File: src/verilog/spm_pkg.sv
// Constants for the sector guard map command block
package spm_pkg;
	localparam int MAP_BYTES = 8;
	localparam logic [63:0] MAP_RESET = 64'h0000_0000_0000_0000;
	localparam logic [7:0] BYTE_ERASED = 8'hFF;
	localparam logic [7:0] OP_PREFIX0 = 8'h3D;
	localparam logic [7:0] OP_PREFIX1 = 8'h2A;
	localparam logic [7:0] OP_PREFIX2 = 8'h7F;
	localparam logic [7:0] OP_MAP_ERASE = 8'hCF;
	localparam logic [7:0] OP_MAP_PROG = 8'hFC;
	localparam logic [7:0] OP_MAP_READ = 8'h32;
	localparam int READ_DUMMY_BYTES = 3;
	localparam int SUB_LOW_HI = 7;
	localparam int SUB_LOW_LO = 6;
	localparam int SUB_HIGH_HI = 5;
	localparam int SUB_HIGH_LO = 4;
	// Timings in microseconds, cycles at 200 MHz
	localparam int CLK_MHZ = 200;
	localparam int MAP_ERASE_TIME_US = 50;
	localparam int PROGRAM_CYCLE_TIME_US = 50;
	localparam int MAP_ERASE_CYCLES = MAP_ERASE_TIME_US * CLK_MHZ;
	localparam int PROGRAM_CYCLE_CYCLES = PROGRAM_CYCLE_TIME_US * CLK_MHZ;
	localparam int BUF_BYTES = 256;
	typedef enum logic [5:0] {
		SPM_IDLE = 6'b00_0001,
		SPM_OPC = 6'b00_0010,
		SPM_PDATA = 6'b00_0100,
		SPM_RDUMMY = 6'b00_1000,
		SPM_RDATA = 6'b01_0000,
		SPM_SKIP = 6'b10_0000
	} spm_state_t;
endpackage

File: src/verilog/spm_timer.sv
// Down counter timing self-timed map operations
`timescale 1ns/100ps
module spm_timer (
	input wire logic clock_i,
	input wire logic sys_rst_i,
	input wire logic start_i,
	input wire logic [31:0] cycles_i,
	output logic busy_o,
	output logic done_o
);
	logic [31:0] count;

	// Load on start, raise done on the last count
	always_ff @(posedge clock_i or posedge sys_rst_i)
	begin
		if (sys_rst_i)
		begin
			count <= 32'h0000_0000;
			busy_o <= 1'b0;
			done_o <= 1'b0;
		end
		else
		begin
			done_o <= 1'b0;
			if (start_i && !busy_o)
			begin
				count <= cycles_i - 32'h0000_0001;
				busy_o <= 1'b1;
			end
			else if (busy_o)
			begin
				if (count == 32'h0000_0000)
				begin
					busy_o <= 1'b0;
					done_o <= 1'b1;
				end
				else
					count <= count - 32'h0000_0001;
			end
		end
	end
endmodule // spm_timer

File: src/verilog/spm_map.sv
// What this block does
// - Eight byte map, one per sector
// - Sectors 1-7: FFH guarded, 00H unguarded
// - Sector 0 bit pairs guard two subsectors
// - Erase opcode 3D 2A 7F CF, CS release
// - Erase self-timed, busy throughout
// - Erase accepted regardless of protection enable
// - Program opcode then eight bytes, sector order
// - Program starts on CS release, busy
// - Ninth byte wraps to position zero
// - Program accepted regardless of protection enable
// - Program overwrites data buffer one
// - Read opcode 32H, three dummies, eight bytes
// - Past eighth byte output 00H, no wrap
// - CS release ends read, output floats
// - Shipped map is all zeros
// - Map applies only while protection enabled
// - Write protect blocks map erase/program
`timescale 1ns/100ps
module spm_map (
	input wire logic clock_i,
	input wire logic sys_rst_i,
	input wire logic cs_n_i,
	input wire logic sck_i,
	input wire logic si_i,
	input wire logic wp_n_i,
	input wire logic prot_en_i,
	output logic so_o,
	output logic so_oe_o,
	output logic busy_o,
	output logic [7:0] sector_guard_o,
	output logic subsector_low_guard_o,
	output logic subsector_high_guard_o,
	output logic [7:0] buf1_wr_addr_o,
	output logic [7:0] buf1_wr_data_o,
	output logic buf1_wr_en_o
);
	import spm_pkg::*;

	spm_state_t state;
	logic [63:0] sector_guard_map;
	logic [63:0] staged;
	logic [7:0] shift_in;
	logic [2:0] bit_cnt;
	logic [1:0] opc_idx;
	logic [2:0] byte_idx;
	logic [3:0] rd_idx;
	logic [7:0] out_byte;
	logic is_prog;
	logic opc_ok;
	logic sck_d;
	logic cs_d;
	logic [7:0] got;
	logic byte_done;
	logic sck_rise;
	logic sck_fall;
	logic cs_rise;
	logic start_erase;
	logic start_prog;
	logic pend_erase;
	logic t_busy;
	logic t_done;
	logic [31:0] t_cycles;

	// Byte at an index of the map
	function automatic logic [7:0] map_byte(input logic [63:0] m, input logic [2:0] i);
		map_byte = m[{i, 3'b000} +: 8];
	endfunction

	assign sck_rise = sck_i && !sck_d && !cs_n_i;
	assign sck_fall = !sck_i && sck_d && !cs_n_i;
	assign cs_rise = cs_n_i && !cs_d;
	assign got = {shift_in[6:0], si_i};
	assign byte_done = sck_rise && (bit_cnt == 3'd7);

	// Edge history of link pins
	always_ff @(posedge clock_i or posedge sys_rst_i)
	begin
		if (sys_rst_i)
		begin
			sck_d <= 1'b0;
			cs_d <= 1'b1;
		end
		else
		begin
			sck_d <= sck_i;
			cs_d <= cs_n_i;
		end
	end

	// Bit shifter, MSB first
	always_ff @(posedge clock_i or posedge sys_rst_i)
	begin
		if (sys_rst_i)
		begin
			shift_in <= 8'h00;
			bit_cnt <= 3'd0;
		end
		else if (cs_n_i)
			bit_cnt <= 3'd0;
		else if (sck_rise)
		begin
			shift_in <= got;
			bit_cnt <= bit_cnt + 3'd1;
		end
	end

	// Command decoder
	always_ff @(posedge clock_i or posedge sys_rst_i)
	begin
		if (sys_rst_i)
		begin
			state <= SPM_IDLE;
			opc_idx <= 2'd0;
			byte_idx <= 3'd0;
			rd_idx <= 4'd0;
			is_prog <= 1'b0;
			opc_ok <= 1'b0;
			staged <= MAP_RESET;
		end
		else if (cs_n_i)
		begin
			state <= SPM_IDLE;
			opc_idx <= 2'd0;
			opc_ok <= 1'b0; // Frame over, so a later release cannot relaunch
		end
		else if (byte_done)
		begin
			unique case (state)
				SPM_IDLE:
				begin
					if (got == OP_MAP_READ)
					begin
						state <= SPM_RDUMMY;
						opc_idx <= 2'd1;
					end
					else if (got == OP_PREFIX0)
					begin
						state <= SPM_OPC;
						opc_idx <= 2'd1;
						opc_ok <= 1'b0;
					end
					else
						state <= SPM_SKIP;
				end
				SPM_OPC:
				begin
					opc_idx <= opc_idx + 2'd1;
					if (opc_idx == 2'd1 && got != OP_PREFIX1)
						state <= SPM_SKIP;
					else if (opc_idx == 2'd2 && got != OP_PREFIX2)
						state <= SPM_SKIP;
					else if (opc_idx == 2'd3)
					begin
						is_prog <= (got == OP_MAP_PROG);
						opc_ok <= (got == OP_MAP_ERASE) || (got == OP_MAP_PROG);
						byte_idx <= 3'd0;
						staged <= sector_guard_map;
						state <= (got == OP_MAP_PROG) ? SPM_PDATA : SPM_SKIP;
					end
				end
				SPM_PDATA:
				begin
					staged[{byte_idx, 3'b000} +: 8] <= got;
					byte_idx <= byte_idx + 3'd1;
				end
				SPM_RDUMMY:
				begin
					opc_idx <= opc_idx + 2'd1;
					rd_idx <= 4'd0;
					if (opc_idx == 2'(READ_DUMMY_BYTES))
						state <= SPM_RDATA;
				end
				SPM_RDATA:
					rd_idx <= (rd_idx == 4'(MAP_BYTES)) ? rd_idx : rd_idx + 4'd1;
				SPM_SKIP:
					state <= SPM_SKIP;
			endcase
		end
	end

	assign start_erase = cs_rise && opc_ok && !is_prog && wp_n_i && !t_busy;
	assign start_prog = cs_rise && opc_ok && is_prog && wp_n_i && !t_busy;

	assign t_cycles = start_prog ? 32'(PROGRAM_CYCLE_CYCLES - 1) : 32'(MAP_ERASE_CYCLES - 1); // Launch cycle counts too

	spm_timer u_timer (
		.clock_i(clock_i),
		.sys_rst_i(sys_rst_i),
		.start_i(start_erase || start_prog),
		.cycles_i(t_cycles),
		.busy_o(t_busy),
		.done_o(t_done)
	);

	always_ff @(posedge clock_i or posedge sys_rst_i)
	begin
		if (sys_rst_i)
		begin
			sector_guard_map <= MAP_RESET;
			pend_erase <= 1'b0;
		end
		else
		begin
			if (start_erase || start_prog)
				pend_erase <= start_erase;
			if (t_done)
			begin
				if (pend_erase)
					sector_guard_map <= {MAP_BYTES{BYTE_ERASED}};
				else
					sector_guard_map <= sector_guard_map & staged;
			end
		end
	end

	// Status busy flag
	always_ff @(posedge clock_i or posedge sys_rst_i)
	begin
		if (sys_rst_i)
			busy_o <= 1'b0;
		else
			busy_o <= t_busy || start_erase || start_prog;
	end

	// mirror program data bytes into buffer one
	always_ff @(posedge clock_i or posedge sys_rst_i)
	begin
		if (sys_rst_i)
		begin
			buf1_wr_en_o <= 1'b0;
			buf1_wr_addr_o <= 8'h00;
			buf1_wr_data_o <= 8'h00;
		end
		else
		begin
			buf1_wr_en_o <= byte_done && state == SPM_PDATA;
			buf1_wr_addr_o <= {5'd0, byte_idx};
			buf1_wr_data_o <= got;
		end
	end

	// guard decode, ignores sector 0 low bits
	always_ff @(posedge clock_i or posedge sys_rst_i)
	begin
		if (sys_rst_i)
		begin
			sector_guard_o <= 8'h00;
			subsector_low_guard_o <= 1'b0;
			subsector_high_guard_o <= 1'b0;
		end
		else
		begin
			for (int s = 1; s < MAP_BYTES; s++)
				sector_guard_o[s] <= prot_en_i && (map_byte(sector_guard_map, 3'(s)) == BYTE_ERASED);
			subsector_low_guard_o <= prot_en_i && (&sector_guard_map[SUB_LOW_HI:SUB_LOW_LO]);
			subsector_high_guard_o <= prot_en_i && (&sector_guard_map[SUB_HIGH_HI:SUB_HIGH_LO]);
			sector_guard_o[0] <= prot_en_i && (&sector_guard_map[SUB_LOW_HI:SUB_HIGH_LO]);
		end
	end

	always_ff @(posedge clock_i or posedge sys_rst_i)
	begin
		if (sys_rst_i)
		begin
			so_o <= 1'b0;
			so_oe_o <= 1'b0;
			out_byte <= 8'h00;
		end
		else if (cs_n_i)
			so_oe_o <= 1'b0;
		else if (state == SPM_RDATA && sck_fall)
		begin
			so_oe_o <= 1'b1;
			if (bit_cnt == 3'd0)
			begin
				out_byte <= (rd_idx < 4'(MAP_BYTES)) ? map_byte(sector_guard_map, rd_idx[2:0]) : 8'h00;
				so_o <= (rd_idx < 4'(MAP_BYTES)) && sector_guard_map[{rd_idx[2:0], 3'b111}];
			end
			else
				so_o <= out_byte[3'd7 - bit_cnt];
		end
	end
endmodule // spm_map

File: config.mk
export PLATFORM = sky130hd
export DESIGN_NAME = spm_map
export DESIGN_NICKNAME = d
export VERILOG_FILES = /design/src/verilog/spm_pkg.sv /design/src/verilog/spm_timer.sv /design/src/verilog/spm_map.sv
export SDC_FILE = /design/constraint.sdc
export NUM_CORES = 1
export LEC_CHECK = 0
export BUFFER_PORTS_ARGS = -buffer_cell sky130_fd_sc_hd__buf_4
export CAP_MARGIN = 40
export CORE_ASPECT_RATIO = 1.5
export CORE_MARGIN = 2
export CORE_UTILIZATION = 35
export DETAILED_ROUTE_END_ITERATION = 10
export GPL_ROUTABILITY_DRIVEN = 0
export PLACE_DENSITY = 0.5
export SYNTH_ARGS = -nofsm -noshare
export SYNTH_HDL_FRONTEND = slang
export SYNTH_SLANG_ARGS = --single-unit
File: constraint.sdc
create_clock -name clock_i -period 19.2 [get_ports clock_i]
set_clock_uncertainty 0.15 [all_clocks]
set_input_delay 3.84 -clock clock_i [delete_from_list [all_inputs] [get_ports clock_i]]
set_output_delay 3.84 -clock clock_i [all_outputs]
set_load 0.02 [all_outputs]
# [Word level (Yosys, flattened, before mapping)]
# Cells that the tools add are included.
[word_totals] inputBits=7 ff_bits=225 word_cells=198
[op_classes] mux=54 n_bitwise=4 reduce_logical=64 magnitude_cmp=3 shifts=3 n_eq_ne=37 addsub=7
[ops] operator="$mux W64" n=4
[ops] operator="$pmux W64 S2" n=1
[ops] operator="$mux W32" n=3
[ops] operator="$eq A8 B8 Y1 const B" n=9
[ops] operator="$and A64 B64 Y64" n=1
[ops] operator="$bwmux W64" n=1
[ops] operator="$shift A8 B8 Y64 const A" n=1
[ops] operator="$shiftx A64 B7 Y8" n=1
[ops] operator="$shiftx A8 B8 Y64" n=1
[ops] operator="$mux W6" n=9
[ops] operator="$logic_not A32 Y1" n=1
[ops] operator="$sub A32 B1 Y32 const B" n=1
[ops] operator="$logic_and A1 B1 Y1" n=29
[ops] operator="$pmux W6 S4" n=1
[ops] operator="$mux W1" n=18
[ops] operator="$ne A3 B3 Y1 const B" n=6
[ops] operator="$eq A8 B6 Y1 const B" n=2
[ops] operator="$mux W3" n=5
[ops] operator="$reduce_and A4 Y1" n=3
[ops] operator="$reduce_and A6 Y1" n=2
[ops] operator="$reduce_bool A2 Y1" n=6
[ops] operator="$reduce_and A2 Y1" n=5
[ops] operator="$mux W2" n=4
[ops] operator="$mux W8" n=1
[ops] operator="39 further kinds" n=57

# [Longest topological paths before layout]
[logic_depth] word_depth=10 ltp_mapped=9 mapped_depth_nobuf=8

# [Hierarchy]
# From an unflattened synthesis, not the netlist that was laid out.
[unflattened] cells_unflattened=1175 hier_area_um2=11901.4
[by_module_without_submodules] module="spm_map" seq_area_each_um2=4782.1 area_each_um2=8941.1 n_inst=1 cells_per_inst=780
[by_module_without_submodules] module="spm_timer" seq_area_each_um2=850.8 area_each_um2=2960.3 n_inst=1 cells_per_inst=395

# [Least setup slack after synthesis]
# No wires, ideal clock.
[synth_timing] path_type="input to register" startpoint="input port si_i" endpoint="register staged[0]" stages=5 t_required_ns=18.925 n_path_buf=0 arrival_ns=5.730 setup_slack_ns=13.196 setup_ns=0.125 cell_sequence="or3b_2 -> o41ai_2 -> nand4_1 -> a21oi_2 -> mux2_2"
[synth_between] elab_chain_cells=4
[synth_rtl] element="start, declared" line="spm_map.sv:25" rtl="input wire logic si_i,"
[synth_rtl] element="$ne A8 B7 Y1 or $ne A8 B6 Y1 (tied branches)" line="spm_map.sv:151, spm_map.sv:149"
[synth_rtl] element="$logic_and A1 B1 Y1, on equally long branches" line="spm_map.sv:151, spm_map.sv:149"
[synth_rtl] element="$ne A2 B2 Y1 (no source line)"
[synth_rtl] element="$reduce_and A6 Y1 (no source line)"
[synth_rtl] element="end signal, assigned" line="spm_map.sv:158" rtl="staged <= sector_guard_map;"
[synth_rtl] element="end signal, assigned by index" line="spm_map.sv:164" rtl="staged[{byte_idx, 3'b000} +: 8] <= got;"
[synth_rtl] element="end, declared" line="spm_map.sv:42" rtl="logic [63:0] staged;"
# Parallel ways exist; a longest one is shown, timed or not.
# A chain may end at the register's enable or synchronous reset.

# [Worst setup path in the final report]
[layout_timing] startpoint="input port si_i" endpoint="register staged[19]"
# The elaborated chain is that of the path after synthesis.

==> summary.txt <==
Finish
  – Fill count: about 3,000
  – Final #Nets: around 1,100
  – Area growth, synth to finish: 13.4%
  – Layout cells sized above 1: 18.4%
  – # diodes: 0

Yosys
  – Synthesis-stage register bit count: between 200 and 250
  – Top FF cell, synth: dfrtp_1
  – Sequential fraction of the synthesis area: 52.1%
  – Fraction of registers with async set/reset: 100%
  – Library cells used by synthesis: between 60 and 70
  – Yosys warning total: 0
  – Most frequent cell after synthesis: dfrtp_1
  – Post-synth EDFFs: 0
  – Syn Inst Count: 1,031
  – Synth Cell Area: between 0.01 and 0.015 sq mm
  – Top cells by area, synth: dfrtp_1 52%, mux2_2 6.9%, o21ai_0 6.2%, nand2_1 5.7%, mux4_2 3.8%
  – Top cells by count, synth: 223 x dfrtp_1, 163 x nand2_1, 134 x o21ai_0, 66 x mux2_2, 46 x clkbuf_1
  – Synth top area share: 51.6%
  – Post-synth top area cell: dfrtp_1
  – Syn avg cell area: 10.5 sq um

CTS
  – CTS Buffer Depth: 3
  – Post-CTS Resized: 0
  – H-tree depth: 1
  – Clock latency on the worst-skew pair: 530 ps
  – TritonCTS Buffers: 24
  – Clock-pin slew on the worst setup and hold paths: 70 ps
  – Clock tree sinks: ~230
  – CTS root buf: clkbuf_16
  – CTS tree: built
  – Post-CTS Hold Fix Bufs: 0
  – Setup Fix Bufs, Post-CTS: 0

Power and ir drop
  – Maximum vdd drop: slightly above 0.05 mV
  – Power density over the cells: 82.6 mW/mm^2
  – LEAKAGE: approximately 5.5 nW

Floorplanning
  – Core footprint: 0.0304 sq mm
  – Die Ht: 219 um
  – I/O pin cnt: 37
  – DIE AREA: approximately 0.032 sq mm
  – Die Wd: between 100 and 150 um
  – # rows: slightly below 80
  – Starting Density: 35.6%

Timing
  – RSZ-0062 raised after global routing: false
  – Actual slew at the worst max-slew pin: 891 ps
  – Hold Vio Cnt, Final: 0
  – Final Max Slew Viols: 0
  – Crit path time final: 6330 ps
  – Hold_ws: approximately 320 ps
  – Endpoints failing setup: 0
  – FMAX: about 160 MHz
  – Final period utilization: 32.9%
  – TNS Setup: 0 ps
  – Relative slew slack: 40.6%

GRT
  – Global-route wire length before repair: 47.2 mm
  – Initial antenna violation count: 0
  – GR met3 Demand/Resource: 2.52%
  – GR peak layer: met2
  – Vias in the first global route: between 8,000 and 9,000
  – GR Util met1: between 20% and 30%
  – Grt ovf: 0
  – Gr usage total: 18.7%
  – Largest net degree at the start of global routing: 77
  – Met2 Use GR: 32.9%

Routing
  – Initial DRT Pass Iterations: 5
  – Via density per instance: about 5.4
  – Vias after detailed routing: 7,936
  – Remaining DRCs: 0
  – Final WL: a little under 30 mm
  – Routed Antenna Nets: 0
  – Routed wire per std cell: 20.2 um
  – Starting DRT DRC Count: approximately 400

Worst setup path
  – Worst Path Required: 19,460 ps
  – FF-to-FF setup slack: 15,370 ps
  – Crit-path max FO: 10
  – Crit. Startpoint: si_i
  – Crit end category: flop
  – CP Launch Type: input pin
  – Reg-to-Reg End: staged[19]
  – Critical Path Sink: staged[19]
  – Worst EP arrival: 6590 ps
  – Setup CP Type: input pin to flop
  – Worst R2R Start: shift_in[5]
  – Reg2Reg Depth: 5

Placement
  – Port Buffers: 31
  – DP Wirelength: 20.3 mm

Min path
  – Worst Hold Class: flop to flop
  – Hold wc startpoint: byte_idx[2]

Outcome
  – Status: completed

Flow run
  – Max cap viols: 0
-- cell usage in the layout (no fill, tap or decap), types with 4 or more instances in the layout --
| master | n |
|---|---|
| or4_1 | 19 |
| conb_1 | 5 |
| inv_1 | 22 |
| buf_4 | 41 |
| ha_1 | 14 |
| o31ai_1 | 17 |
| nand2b_1 | 19 |
| a21o_1 | 5 |
| nand4b_1 | 4 |
| mux2i_1 | 17 |
| nand4_1 | 19 |
| or2_2 | 7 |
| xor2_1 | 4 |
| a22o_1 | 25 |
| and3_1 | 5 |
| nand2_1 | 162 |
| or3_1 | 13 |
| clkbuf_8 | 9 |
| o21ai_0 | 134 |
| a21oi_1 | 23 |
| clkinv_2 | 6 |
| o211ai_1 | 5 |
| nand3b_1 | 7 |
| clkbuf_16 | 25 |
| nor3_1 | 27 |
| nor2b_1 | 5 |
| mux4_2 | 18 |
| dfrtp_1 | 223 |
| nor4_1 | 9 |
| mux2_2 | 66 |
| nor2_1 | 34 |
| nand3_1 | 22 |
-- worst min path at each step --
stage,end,slack [ps],cells after the start
floorplan,buf1_wr_data_o[1],200,0
global placement,buf1_wr_addr_o[2],300,0
detailed placement,buf1_wr_addr_o[2],290,0
CTS,buf1_wr_addr_o[2],310,0
global route,buf1_wr_addr_o[2],330,0
finish,buf1_wr_addr_o[2],320,0
-- final cells by class --
| class | instances | area (sq um) | area share [%] |
|---|---|---|---|
| Tap cell | 400 | 500 | 4.08 |
| Clock inverter | 8 | 45.0 | 0.368 |
| Multi-Input combinational cell | 728 | 4840 | 39.5 |
| Sequential cell | 225 | 5630 | 46.0 |
| Clock buffer | 36 | 757 | 6.18 |
| Timing Repair Buffer | 46 | 378 | 3.08 |
| Inverter | 24 | 97.6 | 0.796 |
-- per-stage QoR --
step           power (mW)  area, sq um  utilization, %  setup WS, ps  instances
6_report             1.01        12300            40.4         12870       1467
2_1_floorplan       0.524        10800               -          9050       1035
4_1_cts              1.03        12300            40.4         12860       1467
5_1_grt              1.05        12300            40.4         12680       1467
3_3_place_gp        0.552        11400            37.5         12350       1418
3_5_place_dp        0.553        11500            37.7         12310       1423
-- worst max-delay path, stage by stage --
cell and delay (ps):
buf_4 150, or3b_2 480, o41ai_2 520, nand4_1 620
nand2_1 580, mux2_2 390
-- logic make-up after synthesis --
kind of cell             after synthesis  share of synthesized area, %
buffers and inverters                 82                          3.24
multiplexers                         101                          12.2
adder cells (fa/ha/maj)               14                          1.62
AO/OA/AOI/OAI                        227                          12.7
AND/OR/NAND/NOR                      374                          17.5
flip-flops                           225                          52.1
other                                  1                        0.0347
XOR/XNOR                               7                         0.567
-- registers in the layout, summed over array words and instances, names as in the netlist, 2 cells and up --
register          flops
bit_cnt               3
buf1_wr_addr_o        3
buf1_wr_data_o        8
byte_idx              3
opc_idx               2
out_byte              8
rd_idx                4
sector_guard_map     64
sector_guard_o        8
shift_in              7
staged               64
state                 6
u_timer.count        32
-- where the power goes --
part	total (mW)	switching, mW	internal (mW)	leakage [nW]
combinational	0.0489	0.0364	0.0125	2.18
clock	0.468	0.196	0.272	0.399
sequential	0.496	0.0147	0.481	2.96
total	1.01	0.247	0.765	5.54
-- routing by layer --
metal  share of wire [%]  vias up
met1                  42     3974
met3                 3.1       65
met4                 4.1        0
li1                    -     3740
met5                   0        -
met2                  51      157
Power figures use the tool's default switching activity.
